==> src/pkg/acr_defines.vh <==
`ifndef ACR_DEFINES_VH
`define ACR_DEFINES_VH
// Register addresses on the serial control port.
`define ACR_ADDR_W          15
`define ACR_ADR_CLK_CTRL0   15'h0029
`define ACR_ADR_NOISE_CTRL  15'h002b
`define ACR_ADR_SREF_POS0   15'h002c
`define ACR_ADR_SREF_POS1   15'h002d
`define ACR_ADR_SREF_POS2   15'h002e
`define ACR_ADR_FS_LO       15'h0030
`define ACR_ADR_FS_HI       15'h0031
`define ACR_ADR_MODE_A      15'h0037
`define ACR_ADR_TSTAMP      15'h003b
// Reset values.
`define ACR_RST_CLK_CTRL0   8'h80
`define ACR_RST_NOISE_CTRL  8'h10
`define ACR_RST_FS          16'ha000
`define ACR_RST_MODE        8'h4b
`define ACR_RST_TSTAMP      8'h00
// Field positions.
`define ACR_BIT_CLK_SUPPR   0
`define ACR_BIT_QUIET_SUPPR 2
`define ACR_BIT_TS_RECV     0
`define ACR_BIT_TS_PECL     1
// Operating mode codes.
`define ACR_MODE_LOW_POWER  8'h46
`define ACR_MODE_HIGH_PERF  8'h4b
`endif

==> src/logic/acr_sync3.v <==
`timescale 1ns/1ns
// Three-stage pin synchroniser; output moves once stages two and three agree.
module acr_sync3 (
	// Clock and reset
	input  wire REF_CLK,
	input  wire RSTN,
	// Pin and filtered level
	input  wire PIN,
	output reg  LEVEL
);
	reg s1_q;
	reg s2_q;
	reg s3_q;

	always @(posedge REF_CLK or negedge RSTN) begin
		if (!RSTN) begin
			s1_q  <= 1'b0;
			s2_q  <= 1'b0;
			s3_q  <= 1'b0;
			LEVEL <= 1'b0;
		end else begin
			s1_q <= PIN;
			s2_q <= s1_q;
			s3_q <= s2_q;
			if (s2_q == s3_q) begin
				LEVEL <= s3_q;
			end
		end
	end
endmodule // acr_sync3

==> src/logic/acr_regs.v <==
`timescale 1ns/1ns
`include "acr_defines.vh"
// Operation
// Software writes reserved fields with their reset value.
// Noise control bit 2 enables quiet analog rail suppression; resets off.
// Noise control bit 0 enables clock rail suppression; resets off.
// Read-only 24-bit edge location word reports the captured alignment edge.
// Software reads edge location to pick the delay choice.
// Four-bit delay choice in clock control bits 3:0 selects capture delay.
// Sixteen-bit full-scale code sets range for all channels; resets 0xa000.
// Software keeps full-scale code at or above 0x2000.
// Mode code 0x46 low power, 0x4b high performance; others reserved.
// Software programs all four mode registers consistently.
// Calibration and serial link disabled before changing mode code.
// Software recalibrates after any mode change.
// Timestamp bit 1 selects PECL termination, no self-bias; resets off.
// Timestamp bit 0 enables the timestamp receiver; resets off.
// Read-write fields read back last write; status writes are ignored.
module acr_regs (
	// Clock and reset
	input  wire        REF_CLK,
	input  wire        RSTN,
	// Serial control port, already deserialised by the port engine
	input  wire        WR_STB,
	input  wire        RD_STB,
	input  wire [14:0] ADDR,
	input  wire [7:0]  WDATA,
	output reg  [7:0]  RDATA,
	output reg         RVALID,
	// Edge location from the alignment detector, another clock domain
	input  wire [23:0] EDGE_LOCATION_IN,
	// Analog controls
	output wire [3:0]  SYSREF_DELAY_CHOICE,
	output wire        QUIET_RAIL_SUPPRESS_ENABLE,
	output wire        CLOCK_RAIL_SUPPRESS_ENABLE,
	output wire [15:0] FULL_SCALE_CODE,
	output wire [7:0]  OPERATING_MODE_CODE,
	output wire        LOW_POWER_ACTIVE,
	output wire        MODE_CODE_RESERVED,
	output wire        TIMESTAMP_PECL_TERMINATION,
	output wire        TIMESTAMP_RECEIVER_ENABLE
);
	reg  [7:0]  clk_ctrl0_q;
	reg  [7:0]  clk_ctrl0_d;
	reg  [7:0]  noise_q;
	reg  [7:0]  noise_d;
	reg  [15:0] fs_q;
	reg  [15:0] fs_d;
	reg  [7:0]  mode_q;
	reg  [7:0]  mode_d;
	reg  [7:0]  tstamp_q;
	reg  [7:0]  tstamp_d;
	reg         low_power_q;
	reg         low_power_d;
	reg         reserved_q;
	reg         reserved_d;
	wire [23:0] edge_sync;
	reg  [7:0]  rd_d;
	reg  [7:0]  rdata_d;
	reg         rvalid_d;
	wire        wr_clk_ctrl0;
	wire        wr_noise;
	wire        wr_fs_lo;
	wire        wr_fs_hi;
	wire        wr_mode;
	wire        wr_tstamp;

	// Each status bit is filtered separately; the detector only updates it
	// while idle, so a torn word is not a practical concern.
	genvar gi;
	generate
		for (gi = 0; gi < 24; gi = gi + 1) begin : g_sync
			acr_sync3 u_sync (
				.REF_CLK (REF_CLK),
				.RSTN    (RSTN),
				.PIN     (EDGE_LOCATION_IN[gi]),
				.LEVEL   (edge_sync[gi])
			);
		end
	endgenerate

	// The status addresses have no write decode, so writes there are lost.
	assign wr_clk_ctrl0 = WR_STB && (ADDR == `ACR_ADR_CLK_CTRL0);
	assign wr_noise     = WR_STB && (ADDR == `ACR_ADR_NOISE_CTRL);
	assign wr_fs_lo     = WR_STB && (ADDR == `ACR_ADR_FS_LO);
	assign wr_fs_hi     = WR_STB && (ADDR == `ACR_ADR_FS_HI);
	assign wr_mode      = WR_STB && (ADDR == `ACR_ADR_MODE_A);
	assign wr_tstamp    = WR_STB && (ADDR == `ACR_ADR_TSTAMP);

	// Reserved bits are stored as written; software keeps them at reset value.
	always @* begin
		clk_ctrl0_d = clk_ctrl0_q;
		if (wr_clk_ctrl0) begin
			clk_ctrl0_d = WDATA;
		end
	end

	always @* begin
		noise_d = noise_q;
		if (wr_noise) begin
			noise_d = WDATA; // see
		end
	end

	// Each byte of the full-scale code updates on its own.
	always @* begin
		fs_d = fs_q;
		if (wr_fs_lo) begin
			fs_d[7:0] = WDATA;
		end
		if (wr_fs_hi) begin
			fs_d[15:8] = WDATA;
		end
	end

	always @* begin
		mode_d = mode_q;
		if (wr_mode) begin
			mode_d = WDATA;
		end
	end

	always @* begin
		tstamp_d = tstamp_q;
		if (wr_tstamp) begin
			tstamp_d = WDATA; // see
		end
	end

	// Decodes are taken from the next code, so they switch on the same edge
	// as the code itself. Reserved codes keep high performance behaviour.
	always @* begin
		low_power_d = (mode_d == `ACR_MODE_LOW_POWER);
		reserved_d  = (mode_d != `ACR_MODE_LOW_POWER) &&
			(mode_d != `ACR_MODE_HIGH_PERF);
	end

	always @(posedge REF_CLK or negedge RSTN) begin
		if (!RSTN) begin
			clk_ctrl0_q <= `ACR_RST_CLK_CTRL0;
			noise_q     <= `ACR_RST_NOISE_CTRL;
			fs_q        <= `ACR_RST_FS;
			mode_q      <= `ACR_RST_MODE;
			tstamp_q    <= `ACR_RST_TSTAMP;
			low_power_q <= 1'b0;
			reserved_q  <= 1'b0;
		end else begin
			clk_ctrl0_q <= clk_ctrl0_d;
			noise_q     <= noise_d;
			fs_q        <= fs_d;
			mode_q      <= mode_d;
			tstamp_q    <= tstamp_d;
			low_power_q <= low_power_d;
			reserved_q  <= reserved_d;
		end
	end

	always @* begin
		case (ADDR)
		`ACR_ADR_CLK_CTRL0:  rd_d = clk_ctrl0_q;
		`ACR_ADR_NOISE_CTRL: rd_d = noise_q;
		`ACR_ADR_SREF_POS0:  rd_d = edge_sync[7:0];
		`ACR_ADR_SREF_POS1:  rd_d = edge_sync[15:8];
		`ACR_ADR_SREF_POS2:  rd_d = edge_sync[23:16];
		`ACR_ADR_FS_LO:      rd_d = fs_q[7:0];
		`ACR_ADR_FS_HI:      rd_d = fs_q[15:8];
		`ACR_ADR_MODE_A:     rd_d = mode_q;
		`ACR_ADR_TSTAMP:     rd_d = tstamp_q;
		default:             rd_d = 8'h00;
		endcase
	end

	// Read data holds until the next read so a slow port engine can take it.
	always @* begin
		rvalid_d = RD_STB;
		rdata_d  = RDATA;
		if (RD_STB) begin
			rdata_d = rd_d;
		end
	end

	always @(posedge REF_CLK or negedge RSTN) begin
		if (!RSTN) begin
			RDATA  <= 8'h00;
			RVALID <= 1'b0;
		end else begin
			RDATA  <= rdata_d;
			RVALID <= rvalid_d;
		end
	end

	assign SYSREF_DELAY_CHOICE        = clk_ctrl0_q[3:0];
	assign QUIET_RAIL_SUPPRESS_ENABLE = noise_q[`ACR_BIT_QUIET_SUPPR];
	assign CLOCK_RAIL_SUPPRESS_ENABLE = noise_q[`ACR_BIT_CLK_SUPPR];
	assign FULL_SCALE_CODE            = fs_q;
	assign OPERATING_MODE_CODE        = mode_q;
	assign LOW_POWER_ACTIVE           = low_power_q;
	assign MODE_CODE_RESERVED         = reserved_q;
	assign TIMESTAMP_PECL_TERMINATION = tstamp_q[`ACR_BIT_TS_PECL];
	assign TIMESTAMP_RECEIVER_ENABLE  = tstamp_q[`ACR_BIT_TS_RECV];
endmodule // acr_regs

==> config.mk <==
export PLATFORM = sky130hd
export DESIGN_NAME = acr_regs
export DESIGN_NICKNAME = d
export VERILOG_FILES = /design/src/logic/acr_sync3.v /design/src/logic/acr_regs.v
export VERILOG_INCLUDE_DIRS = /design/src /design/src/pkg
export SDC_FILE = /design/constraint.sdc
export NUM_CORES = 1
export LEC_CHECK = 0
export BUFFER_PORTS_ARGS = -buffer_cell sky130_fd_sc_hd__buf_2
export CORE_AREA = 2 2 112 114
export DETAILED_ROUTE_END_ITERATION = 8
export DIE_AREA = 0 0 114 116
export GPL_TIMING_DRIVEN = 1
export PLACE_DENSITY = 0.74
export SLEW_MARGIN = 20
export SYNTH_ARGS = -nofsm -noshare
export SYNTH_HDL_FRONTEND = slang
export SYNTH_HIERARCHICAL = 1
export SYNTH_SLANG_ARGS = --single-unit
==> constraint.sdc <==
create_clock -name REF_CLK -period 1.3 [get_ports REF_CLK]
set_input_delay 0.26 -clock REF_CLK [delete_from_list [all_inputs] [get_ports REF_CLK]]
set_output_delay 0.26 -clock REF_CLK [all_outputs]
set_load 0.005 [all_outputs]
==> flow_metrics.py <==
metrics = {
    "status": {
        "status": "finished with violations",
        "failed_checks": "setup timing",
    },
    "worst_setup_path": {
        "path_max_fanout": 8,
        "endpoint_kind": "register",
        "critical_path_class": "in2reg",
        "crit_arrival_ns": 1.88,
        "startpoint_type": "input port",
        "required_ns": 1.60,
    },
    "clocking": {
        "clk_pin_slew_ns": 0.07,
        "cts-htree-levels": 4,
        "cts_tree": "yes",
        "clock-sinks": 155,
        "clk_path_buf_depth": 2,
        "numCtsBuffers": 17,
        "cts_root_buffer": "clkbuf_16",
        "clock_latency_ns": 0.43,
    },
    "cells_and_area": {
        "area_delta_synth_final_pct": 44.81,
        "num_antenna_cells": 0,
        "layout.nets": 648,
        "mostFrequentLayoutCells": "dfrtp_1, buf_2, buf_4",
        "layout_commonest_cell": "dfrtp_1",
        "layout-drive-gt1-share_pct": 57.21,
    },
    "floorplan": {
        "num_rows": 40,
        "fp.dieH_um": 116,
        "initial_utilization_pct": 49.77,
        "die_area_um2": 13220,
        "pin_count": 94,
        "die_w_um": 114,
        "coreArea_um2": 11910,
    },
    "place": {
        "place_ws_ns": -0.7324,
        "dp_hpwl_um": 10000,
        "routabilityCongestion": 0.8907,
        "portBuffers": 93,
    },
    "timing": {
        "report.final.slew_viol_count": 0,
        "fin_ws_ns": -0.2766,
        "max_freq_ghz": 0.6343,
        "setup_violations": 60,
        "hold_viol_final": 0,
        "rsz0062_at_grt": "yes",
        "fin_crit_sh_pct": 121.3,
        "fin_tns_setup_ns": -9.209,
        "tightest_slew_ns": 0.4251,
        "slew_headroom_pct": 71.66,
        "fin_crit_ns": 1.577,
        "hold_ws_ns": 0.2009,
        "skew_ns": 0.009702,
    },
    "synthesis": {
        "synth_area_um2": 5928,
        "async_flop_share_pct": 100.0,
        "ys_seq_area_share_pct": 65.60,
        "synth-edff-count": 0,
        "postSynthCellCount": 384,
        "syn-mean-instance-area_um2": 15.44,
        "ys.warnings.count": 6,
        "syn_nets": 435,
        "yosys_register_bits": 155,
        "synth_ff_type": "dfrtp_1",
        "synth_cell_type_count": 48,
    },
    "route": {
        "vias": 4069,
        "ant_nets": 0,
        "drc": 0,
        "vias_per_cell": 5.375,
        "wl_per_cell_um": 19.15,
        "drt-initial-drc-count": 300,
        "wl_um": 14500,
        "dr.pass1.iters": 4,
    },
    "run": {
        "drv_cap": 0,
    },
    "min_path": {
        "hp-class": "in2reg",
    },
    "pwr": {
        "power_frac_seq_pct": 47.8,
        "switching_share_pct": 24.17,
        "ir_drop_mv": 0.9948,
        "power.density_nw_per_um2": 1252,
        "switching_power_w": 0.002598,
        "internal_power_w": 0.008150,
        "comb_power_share_pct": 7.2,
        "leakage_nw": 4.122,
        "clkPwrFrac_pct": 45.0,
    },
    "global_route": {
        "grt_pass1_wl_um": 23340,
        "grt_pass1_vias": 4300,
        "grt_max_degree": 41,
        "antenna_found_initial": 0,
        "grt_usage_pct": 23.74,
        "grt_overflow_total": 0,
    },
}
area by class of cell:
cell class                 instances  area (um2)
inverter                           4       15.01
multi-input combinational        207        2202
clock buffer                      18       429.2
timing repair buffer             212        1710
clock inverter                    14       155.1
tap                              147       183.9
fill                             750        3327
sequential                       155        3889
synthesized netlist by cell type (all sizes together), types with 5 or more instances:
library cell,instances,area (um2)
a221o,5,50.05
a22oi,13,97.59
buf,12,86.33
clkbuf,6,22.52
dfrtp,147,3679
dfstp,8,210.2
maj3,24,270.3
mux2,56,660.6
mux2i,9,90.09
nand2,15,58.81
nand2b,5,31.28
nor2,7,26.28
nor3,6,30.03
nor4,9,135.1
o21ai,9,45.04
o221a,6,67.56
worst max-delay path, stage by stage:
cell and delay [ns]:
buf_8 0.10, or4b_4 0.55, or4_4 0.62, mux2_4 0.34
kinds of logic (layout without fill, tap and decap cells):
group           after synthesis  after routing  share of synthesized area (%)
flops                       155            155                          65.60
simple gates                 71             71                          8.886
mux                          65             65                          12.66
compound gates               47             47                          6.205
fa+ha+maj                    24             24                          4.559
buf+inv                      22            248                          2.089
per-stage QoR:
stage / instances / instance area, um2 / util (%) / power [W]
6_report: 757 / 8584 / 72.07 / 0.01075
5_1_grt: 757 / 8584 / 72.07 / 0.01115
4_1_cts: 754 / 8462 / 71.04 / 0.01082
3_5_place_dp: 686 / 7262 / 60.97 / 0.005899
3_3_place_gp: 686 / 7262 / 60.97 / 0.005875
2_1_floorplan: 384 / 6100 / - / 0.005441
flip-flops by register name (all words and copies together), names as in the netlist:
name / flops
tstamp_q: 8
clk_ctrl0_q: 8
FULL_SCALE_CODE: 16
RDATA: 8
g_sync.u_sync/s3_q: 24
g_sync.u_sync/s2_q: 24
g_sync.u_sync/s1_q: 24
g_sync.u_sync/LEVEL: 24
OPERATING_MODE_CODE: 8
RVALID: 1
LOW_POWER_ACTIVE: 1
MODE_CODE_RESERVED: 1
noise_q: 8
power by group through the flow:
| stage | Combinational, W | Sequential, W | Clock, W |
|---|---|---|---|
| global route | 0.000849 | 0.00516 | 0.00514 |
| detailed placement | 0.000670 | 0.00523 | 0 |
| finish | 0.000775 | 0.00514 | 0.00483 |
| CTS | 0.000771 | 0.00514 | 0.00490 |
| global placement | 0.000657 | 0.00522 | 0 |
| floorplan | 0.000246 | 0.00519 | 0 |
timing repair:
| item | 4_1_cts | 5_1_grt |
|---|---|---|
| hold buffers | 25 | 0 |
| gates cloned | 0 | 0 |
| pin swaps | 20 | 25 |
| buffers inserted | 13 | 4 |
| endpoints found under the hold margin | 138 | 0 |
| resized for setup | 53 | 21 |
| setup endpoints to repair | 73 | 73 |
routing by layer:
layer  part of all wire [%]  vias to the layer above  track usage [%]
met4                    2.6                        0            9.187
met3                    4.2                       32            6.067
met2                     50                      131            38.06
met5                      0                        -                0
li1                       -                     1855                -
met1                     43                     2051            31.48
worst paths after layout:
path,start,end,slack [ns],cells past startpoint
max in group asynchronous,RSTN,g_sync[4].u_sync/s2_q,0.37,3
worst max-delay path,ADDR[7],clk_ctrl0_q[0],-0.28,4
min in group asynchronous,RSTN,FULL_SCALE_CODE[8],0.25,2
worst max register to register,OPERATING_MODE_CODE[1],LOW_POWER_ACTIVE,-0.13,4
worst min register to register,g_sync[13].u_sync/s1_q,g_sync[13].u_sync/s2_q,0.35,0
worst min-delay path,WDATA[3],FULL_SCALE_CODE[11],0.20,2
Power figures use the tool's default switching activity.
